$ cat config.mk
export PLATFORM = sky130hd
export DESIGN_NAME = gpodc_top
export DESIGN_NICKNAME = d
export VERILOG_FILES = /design/src/shared/gpodc_pkg.sv /design/src/core/gpodc_pin_drv.sv /design/src/core/gpodc_top.sv
export VERILOG_INCLUDE_DIRS = /design/src /design/src/shared
export SDC_FILE = /design/constraint.sdc
export NUM_CORES = 1
export LEC_CHECK = 0
export BUFFER_PORTS_ARGS = -buffer_cell sky130_fd_sc_hd__buf_2
export CAP_MARGIN = 10
export CORE_MARGIN = 2
export CORE_UTILIZATION = 45
export DETAILED_ROUTE_END_ITERATION = 10
export GPL_TIMING_DRIVEN = 0
export PLACE_DENSITY = 0.62
export SLEW_MARGIN = 5
export SYNTH_ARGS = -nofsm -noshare
export SYNTH_HDL_FRONTEND = slang
export SYNTH_SLANG_ARGS = --single-unit
export TNS_END_PERCENT = 1
$ cat constraint.sdc
create_clock -name SYS_CLK -period 3.7 [get_ports SYS_CLK]
set_input_delay 0.37 -clock SYS_CLK [delete_from_list [all_inputs] [get_ports SYS_CLK]]
set_output_delay 0.37 -clock SYS_CLK [all_outputs]
set_load 0.05 [all_outputs]
$ cat src/shared/gpodc_map.svh
`ifndef GPODC_MAP_SVH
`define GPODC_MAP_SVH
`define GPODC_ADDR_W      8
`define GPODC_PINS        19
`define GPODC_OFS_LVL_LO  8'h2A
`define GPODC_OFS_LVL_MID 8'h2B
`define GPODC_OFS_LVL_UP  8'h2C
`define GPODC_OFS_DRV_LO  8'h2D
`define GPODC_OFS_DRV_MID 8'h2E
`define GPODC_OFS_DRV_UP  8'h2F
`define GPODC_OFS_DIR_LO  8'h30
`define GPODC_OFS_DIR_MID 8'h31
`define GPODC_OFS_DIR_UP  8'h32
`define GPODC_RST_BYTE    8'h00
`define GPODC_UP_BITS     3
`endif

$ cat src/shared/gpodc_pkg.sv
package gpodc_pkg;
	typedef logic [7:0] gpodc_byte_t;
	typedef enum logic [1:0] {GPODC_LO, GPODC_MID, GPODC_UP} gpodc_bank_t;
endpackage

$ cat src/core/gpodc_pin_drv.sv
`timescale 1ns/1ns
module gpodc_pin_drv #(
	parameter int N = 19
) (
	// Clock and reset
	input  wire logic         clk,
	input  wire logic         rst,
	// Per-pin configuration
	input  wire logic [N-1:0] level,
	input  wire logic [N-1:0] open_drain,
	input  wire logic [N-1:0] is_output,
	// Pin side
	output logic      [N-1:0] pin_o,
	output logic      [N-1:0] pin_oe_n
);
	logic [N-1:0] o_d;
	logic [N-1:0] oe_n_d;
	// Per-pin drive decision
	always_comb begin
		for (int i = 0; i < N; i++) begin
			o_d[i]    = open_drain[i] ? 1'b0 : level[i];
			oe_n_d[i] = !(is_output[i] && !(open_drain[i] && level[i]));
		end
	end
	always_ff @(posedge clk) begin
		if (rst) begin
			pin_o    <= '0;
			pin_oe_n <= '1;
		end else begin
			pin_o    <= o_d;
			pin_oe_n <= oe_n_d;
		end
	end
endmodule

$ cat src/core/gpodc_top.sv
`timescale 1ns/1ns
`include "gpodc_map.svh"
// What this block does
// - Register 0x2A holds output levels of pins 8..1 in bits 7..0, 1 high and 0 low.
// - Register 0x2B holds readable output levels of pins 16..9 in bits 7..0, 1 high and 0 low.
// - Register 0x2C holds output levels of pins 17..19 in bits 0..2, bits 7..3 reserved.
// - Registers 0x2D and 0x2E hold drive type of pins 1..8 and 9..16, 0 push-pull, 1 open drain.
// - Register 0x2F holds drive type of pins 17..19 in bits 0..2, bits 7..3 reserved.
// - Register 0x30 holds direction of pins 8..1, 1 output and 0 input.
// - Register 0x31 holds direction of pins 16..9, 1 output and 0 input.
// - Register 0x32 holds direction of pins 17..19 in bits 0..2, bits 7..3 reserved.
module gpodc_top
	import gpodc_pkg::*;
(
	// Clock and reset
	input  wire logic                       SYS_CLK,
	input  wire logic                       RST,
	// Register port
	input  wire logic [`GPODC_ADDR_W-1:0]   REG_ADDR,
	input  wire logic                       REG_WR,
	input  wire gpodc_pkg::gpodc_byte_t     REG_WDATA,
	input  wire logic                       REG_RD,
	output gpodc_pkg::gpodc_byte_t          REG_RDATA,
	output logic                            REG_RVALID,
	// Pins
	output logic [`GPODC_PINS-1:0]          PIN_O,
	output logic [`GPODC_PINS-1:0]          PIN_OE_N
);
	import gpodc_pkg::*;
	localparam int N = `GPODC_PINS;
	localparam int U = `GPODC_UP_BITS;

	logic [N-1:0] level_q, level_d;
	logic [N-1:0] drv_q, drv_d;
	logic [N-1:0] dir_q, dir_d;
	gpodc_byte_t  rdata_q, rdata_d;
	logic         rvalid_q, rvalid_d;

	// Register writes and reads
	always_comb begin
		level_d  = level_q;
		drv_d    = drv_q;
		dir_d    = dir_q;
		rdata_d  = rdata_q;
		rvalid_d = REG_RD;
		if (REG_WR) begin
			unique case (REG_ADDR)
				`GPODC_OFS_LVL_LO:  level_d[7:0]    = REG_WDATA;
				`GPODC_OFS_LVL_MID: level_d[15:8]   = REG_WDATA;
				`GPODC_OFS_LVL_UP:  level_d[N-1:16] = REG_WDATA[U-1:0];
				`GPODC_OFS_DRV_LO:  drv_d[7:0]      = REG_WDATA;
				`GPODC_OFS_DRV_MID: drv_d[15:8]     = REG_WDATA;
				`GPODC_OFS_DRV_UP:  drv_d[N-1:16]   = REG_WDATA[U-1:0];
				`GPODC_OFS_DIR_LO:  dir_d[7:0]      = REG_WDATA;
				`GPODC_OFS_DIR_MID: dir_d[15:8]     = REG_WDATA;
				`GPODC_OFS_DIR_UP:  dir_d[N-1:16]   = REG_WDATA[U-1:0];
				default: ;
			endcase
		end
		if (REG_RD) begin
			unique case (REG_ADDR)
				`GPODC_OFS_LVL_LO:  rdata_d = level_q[7:0];
				`GPODC_OFS_LVL_MID: rdata_d = level_q[15:8];
				`GPODC_OFS_LVL_UP:  rdata_d = {5'h0, level_q[N-1:16]};
				`GPODC_OFS_DRV_LO:  rdata_d = drv_q[7:0];
				`GPODC_OFS_DRV_MID: rdata_d = drv_q[15:8];
				`GPODC_OFS_DRV_UP:  rdata_d = {5'h0, drv_q[N-1:16]};
				`GPODC_OFS_DIR_LO:  rdata_d = dir_q[7:0];
				`GPODC_OFS_DIR_MID: rdata_d = dir_q[15:8];
				`GPODC_OFS_DIR_UP:  rdata_d = {5'h0, dir_q[N-1:16]};
				default:            rdata_d = `GPODC_RST_BYTE;
			endcase
		end
	end

	always_ff @(posedge SYS_CLK) begin
		if (RST) begin
			level_q  <= '0;
			drv_q    <= '0;
			dir_q    <= '0;
			rdata_q  <= `GPODC_RST_BYTE;
			rvalid_q <= 1'b0;
		end else begin
			level_q  <= level_d;
			drv_q    <= drv_d;
			dir_q    <= dir_d;
			rdata_q  <= rdata_d;
			rvalid_q <= rvalid_d;
		end
	end

	assign REG_RDATA  = rdata_q;
	assign REG_RVALID = rvalid_q;

	// Pin stage
	gpodc_pin_drv #(.N(N)) u_drv (
		.clk        (SYS_CLK),
		.rst        (RST),
		.level      (level_q),
		.open_drain (drv_q),
		.is_output  (dir_q),
		.pin_o      (PIN_O),
		.pin_oe_n   (PIN_OE_N)
	);
endmodule

# Word level (Yosys, flattened, before mapping)
# Index checks and enable logic that the tools add are counted.
# word_totals
regBits	104
input_bits	20
out_inout_bits	47
word_cells	145
# classes
eq_ne	9
n_mux	1
reduce_logical	104
# op_table
cell	n
$eq A8 B6 Y1 const B	9
$pmux W8 S9	1
$logic_and A1 B1 Y1	38
$logic_not A1 Y1	38
$reduce_or A2 Y1	19
$reduce_and A2 Y1	9

# Depth between registers and ports, before layout
# Gate-level depths: netlist of the first run.
# logic_depth
ltp_word	4
depth_mapped	6
depth_no_buf	4

# Cells and area by module
# A second synthesis of the first run with hierarchy kept.
# hier_totals
cells_unflattened	432
hier_area_um2	4246.6
# modules_own_cells
module	instances	cells_per_inst	area_per_inst_um2	seq_area_each_um2
gpodc_top	1	333	2977.9	1321.3
gpodc_pin_drv	1	99	1268.7	760.7

# Least setup slack after synthesis of the first run
# OpenSTA, ideal clock, no wires.
# synth_timing
path_type	input port to flip-flop
from	input REG_ADDR[7]
to	register level_q[6]
setup_time_ns	0.128
t_arrival_ns	1.826
required_ns	3.572
slack_ns	1.747
cell_stages	5
n_path_buf	1
path_cell_list	or4b_4 -> buf_6 -> nor4_4 -> mux2i_1 -> nor2_1
# synth_via
elab_chain_cells	2
# synth_lines
element	line	rtl
start, declared	gpodc_top.sv:19	input wire logic [`GPODC_ADDR_W-1:0] REG_ADDR,
$eq A8 B6 Y1	gpodc_top.sv:47	unique case (REG_ADDR)
$reduce_and A2 Y1 (no line)	-	
end signal, assigned	gpodc_top.sv:84	level_q <= level_d;
end, declared	gpodc_top.sv:33	logic [N-1:0] level_q, level_d;
# Every way passes these cells.
# A chain may end at the register's enable or synchronous reset.

# Worst setup path after layout of the first run
# layout_timing
from	input REG_ADDR[1]
to	register drv_q[8]
# layout_via
elab_chain_cells	2
# layout_lines
element	line	rtl
$eq A8 B6 Y1	gpodc_top.sv:47	
$reduce_and A2 Y1 (no line)	-	
end signal, assigned	gpodc_top.sv:85	drv_q <= drv_d;
end, declared	gpodc_top.sv:34	logic [N-1:0] drv_q, drv_d;
# Every way passes these cells.

==> metrics.md, run 1 <==
| Metric | Value |
|---|---|
| Clk_lat worst skew | about 0.36 ns |
| Pwr dens | between 300 and 400 nW/µm² |
| Total negative slack | 0 ns |
| Worst vdd ir | 0.0002274 V |
| Reg2Reg Depth | 4 |
| Seq/Total Area, Yosys | 0.5128 |
| Initial Utilization | 0.4656 |
| Longest Clk Path Bufs | 2 |
| Clock root cell | clkbuf_8 |
| Top post-synthesis cells by count | dfxtp_1, mux2i_1, nor2_1 |
| LEAKAGE | about 0.002 µW |
| Vias | 3,153 |
| First-pass DRT Iterations | 4 |
| Tightest Pin Transition | between 0.9 and 1 ns |
| Max-slew headroom | 0.3674 |
| Synthesized area | 4060 µm² |
| Synthesized netlist cell count | slightly below 400 |
| Post_cts resized | 0 |
| Status | completed |
| Max-cap violation count | 0 |
| Clk slew on worst S/H paths | ~0.10 ns |
| Final hold violation count | 0 |
| Switching fraction of total power | 0.2441 |
| Per-cell routed wire length | around 19 µm |
| Crit end category | register |
| Initial DRC count | approximately 220 |
| Crit path max fanout | 10 |
| I/O pins | 67 |
| CTS buffer count | 9 |
| Hold Crit Depth | 3 |
| Antenna Nets Post-Route | 0 |
| Post-synth net total | between 400 and 500 |
| Largest net degree at the start of global routing | 17 |
| Comb pwr share | 0.051 |
| Cell accounting for the most synthesized area | dfxtp_1 |
| Gp weighted congestion | between 0.8 and 0.9 |
| Chip height | 98.99 µm |
| WP data required | 3.93 ns |
| Dpl cells | 564 |
| Sequential share of power | 0.602 |
| Switching power | between 400 and 500 µW |
| Final nets | roughly 490 |
| Slew Limit Fails | 0 |
| Setup violators final | 0 |
| Die Wd | just under 100 µm |
| Synth cell types | 30 |
| Worst EP arrival | 2.43 ns |
| Clk pwr share | 0.347 |
| Max Fclk | approximately 0.45 GHz |
| Remaining DRCs | 0 |
| CTS tree | yes |
| Number of fill cells | between 700 and 800 |
| Worst Setup Start Kind | input pin |
| Clock skew | roughly 0.011 ns |
| Synth area leaders | dfxtp_1, mux2i_1, nor2_1 |
| Number of diodes | 0 |
| Layout cells sized above 1 | 0.1890 |
| RSZ-0062 raised after global routing | no |
| Dpl hpwl | 7.366 mm |
| WHS | 0.3300 ns |
| Overflow after GRT | 0 |
| Hold Path Class | in2reg |
| #FFs+latches synth | 104 |
| Final wirelength | approximately 11 mm |
| Die area | around 9800 µm² |
| GRT Total Usage | 0.2252 |
| Post-route setup slack | about 1.5 ns |
| Hold bufs inserted after CTS | 0 |
| Top cell type's share of synthesized area | 0.5128 |
| Top_reg_cell synth | dfxtp_1 |
| Cell-internal power | ~1400 µW |
| Final Critical Period | about 2.2 ns |
| I/O Buffers | 60 |
| Vias per cell | 5.446 |
| Critical path type | in2reg |
| H-tree levels | 3 |
| Vias in the first global route | 3,084 |
| Area Growth Syn to Fin | 14.98% |
| Placeable Area | 8721 µm² |
| Synth Warn # | 0 |
| Setup repair bufs after CTS | 0 |
| Fin cells | 579 |
| Post-synth EDFFs | 0 |
| Ys async rst share | 0 |
| Setup WS pre-CTS | 1.182 ns |
| First-pass GRT wire length | about 17 mm |
| Cell with the most instances after synthesis | dfxtp_1 |
| Rows | 34 |
| Clock tree sinks | about 100 |
| Mean Syn Cell Area | about 10 µm² |
| Antenna violations before repair | 0 |
| Final period util | 0.5959 |
-- power groups by stage --
stage	registers, µW	logic (µW)	clock network, µW
finish	1120	94.8	646
global route	1120	101	697
CTS	1120	94.0	656
detailed placement	1150	93.8	0
global placement	1150	93.1	0
floorplan	1150	50.6	0
-- worst max-delay path, cell delays in order --
cell,delay [ns]
buf_2,0.10
buf_2,0.22
nor2b_1,0.16
clkbuf_1,0.42
nand4_1,0.74
mux2i_1,0.36
nor2_1,0.06
-- final timing paths --
kind | start | endpoint | slack [ns]
min reg2reg | dir_q[1] | u_drv.pin_oe_n[1] | 0.44
min | REG_WDATA[5] | drv_q[5] | 0.33
max reg2reg | drv_q[0] | REG_RDATA[0] | 2.47
max | REG_ADDR[1] | drv_q[8] | 1.50
-- registers in the layout, summed over array words and instances (netlist names) --
| register | count |
|---|---|
| u_drv.pin_o | 19 |
| level_q | 19 |
| drv_q | 19 |
| REG_RDATA | 8 |
| dir_q | 19 |
| u_drv.pin_oe_n | 19 |
| REG_RVALID | 1 |
-- final cells by class --
type / count / area [µm²] / share of cell area
Inverter: 1 / 3.754 / 0.0008041
Timing Repair Buffer: 60 / 300.3 / 0.06433
Sequential cell: 104 / 2082 / 0.4460
Buffer: 26 / 106.4 / 0.02278
Clock inverter: 4 / 31.28 / 0.006701
Multi-Input combinational cell: 265 / 1868 / 0.4002
Clock buffer: 11 / 141.4 / 0.03029
Tap cell: 108 / 135.1 / 0.02895
-- cells by family (layout without fill, tap and decap cells) --
group,Yosys count,after routing,synth area share
AO/OA/AOI/OAI,34,34,0.06502
buffers and inverters,27,102,0.02711
flip-flops,104,104,0.5128
multiplexers,76,76,0.1898
AND/OR/NAND/NOR,155,155,0.2052
-- metal layers --
| metal | GRT usage | up-vias | part of all wire | wire length (µm) |
|---|---|---|---|---|
| li1 | - | 1534 | - | - |
| met1 | 0.3213 | 1498 | 0.48 | 5181 |
| met2 | 0.3467 | 102 | 0.45 | 4875 |
| met3 | 0.02837 | 19 | 0.052 | 564 |
| met4 | 0.09062 | 0 | 0.020 | 218 |
| met5 | 0 | - | 0 | 0 |
-- through the flow --
step	area, µm²	power (µW)	util
finish	4668	1861	0.5353
CTS	4668	1870	0.5353
global route	4668	1919	0.5353
global placement	4496	1240	0.5155
detailed placement	4496	1241	0.5155
floorplan	4060	1200	-
-- cell usage in the layout (no fill, tap or decap), drive strengths merged --
master	synthesis	routed
nand4	7	7
and3	1	1
inv	1	1
nor4	1	1
or4b	1	1
nand2	28	28
and3b	1	1
a221oi	5	5
dfxtp	104	104
o31ai	1	1
nor2b	4	4
o21ai	5	5
and2	3	3
a22o	11	11
or3b	1	1
nor3b	21	21
nand3b	21	21
mux2i	68	68
nor3	6	6
a22oi	6	6
mux2	8	8
nor2	60	60
o22ai	3	3
clkinvlp	0	3
clkinv	0	1
clkbuf	23	34
a21boi	3	3
buf	3	63
Note: power is estimated with default switching activity, not from simulation.
==> run 2: changes to the inputs <==
--- a/config.mk
+++ b/config.mk
@@ -6,6 +6,7 @@
 export SDC_FILE = /design/constraint.sdc
 export NUM_CORES = 1
 export LEC_CHECK = 0
+export ABC_AREA = 1
 export BUFFER_PORTS_ARGS = -buffer_cell sky130_fd_sc_hd__buf_2
 export CAP_MARGIN = 10
 export CORE_MARGIN = 2
==> constraint.sdc (replaced) <==
create_clock -name SYS_CLK -period 2.2 [get_ports SYS_CLK]
set_input_delay 0.22 -clock SYS_CLK [delete_from_list [all_inputs] [get_ports SYS_CLK]]
set_output_delay 0.22 -clock SYS_CLK [all_outputs]
set_load 0.05 [all_outputs]
==> run 2 against run 1 <==
  * Global-route usage up 0.61 points
  * Sequential power up 69%
  * First-iteration DRC count down 6.5%
  * Flip-flop and latch count unchanged
  * Via count up 16%
  * Critical path type unchanged
  * Largest cell class unchanged
  * Count of clock-buffer cells in the layout unchanged
  * Synthesized area down 0.89%
  * Critical endpoint is now drv_q[6]
  * Worst hold slack worse by 0.18 ns
  * Register-to-register slack worse by 1.4 ns
==> metrics.md, run 2 <==
| Metric | Value |
|---|---|
| Ys async rst share | 0 (unchanged) |
| Most frequent cells in the layout | dfxtp_1, buf_2, inv_1 (was dfxtp_1, mux2i_1, buf_2) |
| Longest Clk Path Bufs | 2 (unchanged) |
| Status | completed (unchanged) |
| Worst EP arrival | 1.46 ns (was 2.43 ns) |
| Final period util | 0.5511 |
| Clk_lat worst skew | 0.36 ns (about the same) |
| CTS tree | yes (unchanged) |
| Chip height | 98.56 µm (was 98.99 µm) |
| Final hold violation count | 0 (unchanged) |
| Vias per cell | 5.306 (was 5.446) |
| Top_reg_cell synth | dfxtp_1 (unchanged) |
| Setup violators final | 0 (unchanged) |
| RSZ-0062 raised after global routing | no (unchanged) |
| Worst path most repeated cell | buf_2 (unchanged) |
| Clk pwr share | 0.344 (was 0.347) |
| Highest cell delay on the worst timing path | 0.26 ns (was 0.74 ns) |
| Commonest non-fill, non-tap cell in the layout | dfxtp_1 (unchanged) |
| I/O Buffers | 64 (was 60) |
| Clock root cell | clkbuf_8 (unchanged) |
| Max-cap violation count | 0 (unchanged) |
| H-tree levels | 3 (unchanged) |
| Crit-path cells | buf_2 > inv_1 > nand2_2 > nor2_4 > nand3_2 > buf_2 > o21ai_1 > a21oi_1 (was buf_2 > buf_2 > nor2b_1 > clkbuf_1 > nand4_1 > mux2i_1 > nor2_1) |
| CP startpoint | REG_ADDR[1] (unchanged) |
| Seq/Total Area, Yosys | 0.5174 (was 0.5128) |
| Switching fraction of total power | 0.2496 (was 0.2441) |
| Slew Limit Fails | 0 (unchanged) |
| Top cell type's share of synthesized area | 0.5174 (was 0.5128) |
| Largest net degree at the start of global routing | 18 (was 17) |
| Synth area leaders | dfxtp_1, a21oi_1, o21ai_0 (was dfxtp_1, mux2i_1, nor2_1) |
| Total negative slack | 0 ns (unchanged) |
| Cell with the most instances after synthesis | dfxtp_1 (unchanged) |
| Synthesized netlist cell count | 504 (was 396) |
| Post_cts resized | 0 (unchanged) |
| Dpl hpwl | 8.259 mm (was 7.366 mm) |
| RR Startpoint | level_q[1] (was drv_q[0]) |
| Vias | 3,672 (was 3,153) |
| Critical path type | in2reg (unchanged) |
| Synth Warn # | 0 (unchanged) |
| Synthesized area | 4024 µm² (was 4060 µm²) |
| Remaining DRCs | 0 (unchanged) |
| Setup repair bufs after CTS | 0 (unchanged) |
| Clock tree sinks | 104 (unchanged) |
| Initial Utilization | 0.4637 (was 0.4656) |
| Post-synth net total | 524 (was 416) |
| Sequential share of power | 0.603 (was 0.602) |
| WP data required | 2.44 ns (was 3.93 ns) |
| Cell-internal power | 2349 µW (was 1407 µW) |
| Clk slew on worst S/H paths | 0.09 ns (was 0.10 ns) |
| Max Fclk | roughly 0.82 GHz |
| Rows | 34 (unchanged) |
| Crit path max fanout | 10 (unchanged) |
| Final Critical Period | 1.212 ns |
| CTS buffer count | 9 (unchanged) |
| Antenna violations before repair | 0 (unchanged) |
| Worst vdd ir | 0.0004428 V (was 0.0002274 V) |
| Final wirelength | 11.00 mm (was 10.84 mm) |
| Comb pwr share | 0.054 (was 0.051) |
| Switching power | 781.4 µW (was 454.4 µW) |
| Final nets | 599 (was 487) |
| Vias in the first global route | 3,426 (was 3,084) |
| GRT Total Usage | 0.2313 (was 0.2252) |
| I/O pins | 67 (unchanged) |
| Top post-synthesis cells by count | dfxtp_1, inv_1, a21oi_1 (was dfxtp_1, mux2i_1, nor2_1) |
| Post-synth EDFFs | 0 (unchanged) |
| Finished Cell Area | 4653 µm² (was 4668 µm²) |
| Hold bufs inserted after CTS | 0 (unchanged) |
| Gp weighted congestion | 0.9576 (was 0.8634) |
| Overflow after GRT | 0 (unchanged) |
| Antenna Nets Post-Route | 0 (unchanged) |
| Per-cell routed wire length | 15.90 µm (was 18.72 µm) |
| Reg2reg end | REG_RDATA[1] (was REG_RDATA[0]) |
| Initial DRC count | 202 (was 216) |
| Synth cell types | 22 (was 30) |
| Clock skew | 0.009336 ns (was 0.01128 ns) |
| Hold Path Class | in2reg (unchanged) |
| Area after DPL | 4479 µm² (was 4496 µm²) |
| Mean Syn Cell Area | 7.984 µm² (was 10.25 µm²) |
| Number of fill cells | 868 (was 799) |
| Max-slew headroom | 0.6210 (was 0.3674) |
| WHS | 0.1472 ns (was 0.3300 ns) |
| CP delay by family, top | simple AND/OR/NAND/NOR gates (unchanged) |
| Cell accounting for the most synthesized area | dfxtp_1 (unchanged) |
| LEAKAGE | 0.001751 µW (was 0.002002 µW) |
| First-pass GRT wire length | 17.62 mm (was 16.85 mm) |
| Worst Setup Start Kind | input pin (unchanged) |
| Layout cells sized above 1 | 0.1918 (was 0.1890) |
| Reg2Reg Setup Slack | 1.12 ns (was 2.47 ns) |
| Tightest Pin Transition | 0.5686 ns (was 0.9418 ns) |
| Reg2Reg Depth | 6 (was 4) |
| Crit end category | register (unchanged) |
| Die area | 9714 µm² (was 9798 µm²) |
| #FFs+latches synth | 104 (unchanged) |
| Placeable Area | 8678 µm² (was 8721 µm²) |
| CP bufs+invs | 3 (unchanged) |
| Number of diodes | 0 (unchanged) |
| CP Depth | 8 (was 7) |
| Slowest stage cell, crit path | buf_2 (was nand4_1) |
| Pwr dens | 672.7 nW/µm² (was 398.7 nW/µm²) |
| First-pass DRT Iterations | 5 (was 4) |
| Area Growth Syn to Fin | 15.64% (was 14.98%) |
| Worst Setup EP | drv_q[6] (was drv_q[8]) |
| Die Wd | 98.56 µm (was 98.99 µm) |
## run 2: cell types whose count changed in the layout (fill, tap and decap cells not counted), moves of 24 or more
cell	delta
mux2i_1	-68
a21oi_1	+60
nor2_1	-24
inv_1	+60
nand3_1	+38
o21ai_0	+46
## run 2: worst register-to-register path, cell delays in order, from the launching register on
cell and delay, ns:
dfxtp_1 0.31, inv_1 0.11, nor2_1 0.07, nor2_1 0.16, nand3_1 0.16, nand2_1 0.10, a21oi_1 0.06
## run 2: cells by family after synthesis
logic type / after synthesis / synth area share
and+or+nand+nor: 164 / 0.1984
AOI/OAI and AO/OA: 148 / 0.1959
DFF: 104 / 0.5174
buffers and inverters: 88 / 0.08831
## run 2: power by group through the flow
stage                     combinational (µW)  clock (µW)  sequential [µW]
after floorplan                         89.9           0             1940
after global placement                   164           0             1930
after detailed placement                 165           0             1930
after CTS                                166        1100             1890
after global routing                     185        1180             1890
final                                    168        1080             1890
## run 2: per-stage QoR
| step | setup WS (ns) | instances | utilization | power, µW |
|---|---|---|---|---|
| CTS | 0.9858 | 692 | 0.5362 | 3150 |
| finish | 0.9877 | 692 | 0.5362 | 3130 |
| floorplan | 1.011 | 504 | - | 2027 |
| detailed placement | 0.6364 | 676 | 0.5161 | 2096 |
| global placement | 0.6446 | 676 | 0.5161 | 2094 |
| global route | 0.8463 | 692 | 0.5362 | 3250 |
## run 2: cell type report
cell class	instances	area (µm²)	share of cell area
tap	108	135.1	0.02904
timing repair buffer	64	320.3	0.06884
inverter	67	251.5	0.05405
sequential	104	2082	0.4474
buffer	21	103.9	0.02232
clock buffer	11	131.4	0.02823
multi-input combinational	312	1587	0.3410
clock inverter	5	42.54	0.009142
## run 2: worst min path at each step
stage          cells after the start               to       from
2_1_floorplan                      1  u_drv.pin_o[18]        RST
3_3_place_gp                       1  u_drv.pin_o[15]  drv_q[15]
3_5_place_dp                       1  u_drv.pin_o[13]  drv_q[13]
4_1_cts                            2  u_drv.pin_o[18]        RST
5_1_grt                            2  u_drv.pin_o[18]        RST
6_report                           2  u_drv.pin_o[18]        RST
## run 2: layer usage
layer  vias to the layer above  global-route usage  routed length, µm
met4                         0             0.08008                221
met3                        17             0.03901                774
li1                       1822                   -                  -
met1                      1693              0.3365               5242
met5                         -                   0                  0
met2                       140              0.3490               4762
==> run 3: changes to the inputs <==
--- a/config.mk
+++ b/config.mk
@@ -6,14 +6,14 @@
 export SDC_FILE = /design/constraint.sdc
 export NUM_CORES = 1
 export LEC_CHECK = 0
-export ABC_AREA = 1
+export ABC_AREA = 0
 export BUFFER_PORTS_ARGS = -buffer_cell sky130_fd_sc_hd__buf_2
 export CAP_MARGIN = 10
 export CORE_MARGIN = 2
 export CORE_UTILIZATION = 45
 export DETAILED_ROUTE_END_ITERATION = 10
 export GPL_TIMING_DRIVEN = 0
-export PLACE_DENSITY = 0.62
+export PLACE_DENSITY = 0.65
 export SLEW_MARGIN = 5
 export SYNTH_ARGS = -nofsm -noshare
 export SYNTH_HDL_FRONTEND = slang
==> constraint.sdc (replaced) <==
create_clock -name SYS_CLK -period 1.05 [get_ports SYS_CLK]
set_input_delay 0.105 -clock SYS_CLK [delete_from_list [all_inputs] [get_ports SYS_CLK]]
set_output_delay 0.105 -clock SYS_CLK [all_outputs]
set_load 0.05 [all_outputs]
==> run 3 against run 2 <==
  * The run now ends with design-rule violations, negative setup slack left
  * Via count fell by 11%
  * Critical path depth shrank 1
  * Sequential share of layout area is 3.9 points lower
  * Utilization rose by 4.8 points
  * First-iteration DRC count is 18% lower
  * Design area is 9.5% higher
  * Wire length grew 1.1%
==> metrics.md, run 3 (synthesis gave the netlist of run 1 again) <==
| Metric | Value |
|---|---|
| Layer with the highest usage | met2 (unchanged) |
| GRT Total Usage | 0.2248 (was 0.2313) |
| Antenna Nets Post-Route | 0 (unchanged) |
| GR Util met3 | 0.03972 (was 0.03901) |
| Initial DRC count | 166 (was 202) |
| Die area | 9798 µm² (was 9714 µm²) |
| Clock tree sinks | 104 (unchanged) |
| Vias in the first global route | 3,104 (was 3,426) |
| Worst vdd ir | 0.0007507 V (was 0.0004428 V) |
| Remaining DRCs | 2 (was 0) |
| Most frequent cells in the layout | dfxtp_1, mux2i_1, nor2_1 (was dfxtp_1, buf_2, inv_1) |
| Reg2Reg Setup Slack | -0.18 ns (was 1.12 ns) |
| Clk_lat worst skew | 0.37 ns (was 0.36 ns) |
| Hold Path Class | in2reg (unchanged) |
| Final wirelength | 11.13 mm (was 11.00 mm) |
| Number of fill cells | 758 (was 868) |
| RSZ-0062 raised after global routing | yes (was no) |
| Antenna violations before repair | 0 (unchanged) |
| Slew Limit Fails | 0 (unchanged) |
| Clk slew on worst S/H paths | 0.09 ns (about the same) |
| Final nets | 505 (was 599) |
| Area Growth Syn to Fin | 25.52% (was 15.64%) |
| Max-slew headroom | 0.5075 (was 0.6210) |
| Status | finished, violations left (was completed) |
| Vias | 3,269 (was 3,672) |
| Slowest stage cell, crit path | or4b_4 (was buf_2) |
| Global-route met2 utilization | 0.3399 (was 0.3490) |
| I/O pins | 67 (unchanged) |
| LEAKAGE | 0.002202 µW (was 0.001751 µW) |
| Max Fclk | 0.7345 GHz |
| Critical path type | in2reg (unchanged) |
| Crit end category | register (unchanged) |
| Initial Utilization | 0.4656 (was 0.4637) |
| Dpl hpwl | 7.300 mm (was 8.259 mm) |
| Clock skew | 0.01192 ns (was 0.009336 ns) |
| Clock root cell | clkbuf_8 (unchanged) |
| Crit-path cells | buf_8 > or4b_4 > buf_6 > nor3_4 > buf_12 > mux2i_2 > nor2_1 (was buf_2 > inv_1 > nand2_2 > nor2_4 > nand3_2 > buf_2 > o21ai_1 > a21oi_1) |
| Per-cell routed wire length | 18.64 µm (was 15.90 µm) |
| Final hold violation count | 0 (unchanged) |
| Number of diodes | 0 (unchanged) |
| Gp weighted congestion | 0.8319 (was 0.9576) |
| Crit path max fanout | 8 (was 10) |
| First-pass DRT Iterations | 8 (was 5) |
| Multi-input gate area | 1912 µm² (was 1587 µm²) |
| Post-route setup slack | -0.3114 ns (was 0.9877 ns) |
| Total negative slack | -7.967 ns (was 0 ns) |
| Reg area | 2082 µm² (unchanged) |
| Vias per cell | 5.476 (was 5.306) |
| Setup violators final | 51 (was 0) |
| WP data required | 1.29 ns (was 2.44 ns) |
| Rows | 34 (unchanged) |
| H-tree levels | 3 (unchanged) |
| Overflow after GRT | 0 (unchanged) |
| Violated checks | design-rule violations, negative setup slack |
| First-pass GRT wire length | 16.83 mm (was 17.62 mm) |
| Chip height | 98.99 µm (was 98.56 µm) |
| Tightest Pin Transition | 0.7361 ns (was 0.5686 ns) |
| Die Wd | 98.99 µm (was 98.56 µm) |
| CP bufs+invs | 3 (unchanged) |
| Setup WS pre-CTS | -1.157 ns (was 0.6364 ns) |
| Layout cells sized above 1 | 0.2515 (was 0.1918) |
| CP delay by family, top | simple AND/OR/NAND/NOR gates (unchanged) |
| Longest Clk Path Bufs | 2 (unchanged) |
| CTS buffer count | 9 (unchanged) |
| Largest net degree at the start of global routing | 17 (was 18) |
| Commonest non-fill, non-tap cell in the layout | dfxtp_1 (unchanged) |
| I/O Buffers | 60 (was 64) |
| Max-cap violation count | 0 (unchanged) |
| Highest cell delay on the worst timing path | 0.59 ns (was 0.26 ns) |
| Final Critical Period | 1.361 ns |
| Placeable Area | 8721 µm² (was 8678 µm²) |
| Worst Setup Start Kind | input pin (unchanged) |
| Met1 usage | 0.3223 (was 0.3365) |
| Total power | 7081 µW (was 3130 µW) |
| Final period util | 1.297 |
| Worst EP arrival | 1.60 ns (was 1.46 ns) |
| Pwr dens | 1389 nW/µm² (was 672.7 nW/µm²) |
| CTS tree | yes (unchanged) |
run 3: repair_timing:
item / 4_1_cts / 5_1_grt
pin swaps: 8 / 8
endpoints found under the setup margin: 86 / 92
hold buffers: 0 / 0
setup buffers: 14 / 6
resized for setup: 40 / 59
run 3: through the flow:
step                      instance area (µm²)  std cells  utilization  hold WS (ns)
after CTS                                4937        592       0.5661       0.05775
after detailed placement                 4496        564       0.5155        0.4153
after global routing                     5096        597       0.5844       0.07641
final                                    5096        597       0.5844       0.07315
after global placement                   4496        564       0.5155        0.4161
after floorplan                          4060        396            -        0.2489
run 3: power by group:
group	internal (µW)	switching [µW]	leakage [µW]
combinational	119	254	0.00126
clock	1410	1350	0.000106
sequential	3950	3.59	0.000838
total	5470	1610	0.00220
run 3: worst paths after layout:
check,cells past startpoint,endpoint,startpoint
max,7,level_q[12],REG_ADDR[2]
min,3,drv_q[14],REG_WDATA[6]
max reg2reg,4,REG_RDATA[0],drv_q[0]
min reg2reg,1,u_drv.pin_oe_n[5],dir_q[5]
run 3: per-layer routing:
layer  vias up  wire length [µm]
li1       1569                 -
met1      1542              5043
met2       137              5068
met3        21               773
met4         0               240
met5         -                 0
run 3: layout make-up:
type	count	share of cell area
repair buffers	80	0.1237
clock inverters	4	0.01498
flip-flops and latches	104	0.4085
inverters	1	0.0007366
multi-input cells	265	0.3752
clock buffers	11	0.02774
well taps	108	0.02652
plain buffers	24	0.02259
run 3: worst reg2reg max path, stage by stage (launching register included):
cell,delay (ns)
dfxtp_1,0.36
mux2_2,0.27
a22o_1,0.18
a21boi_0,0.22
a22oi_1,0.10
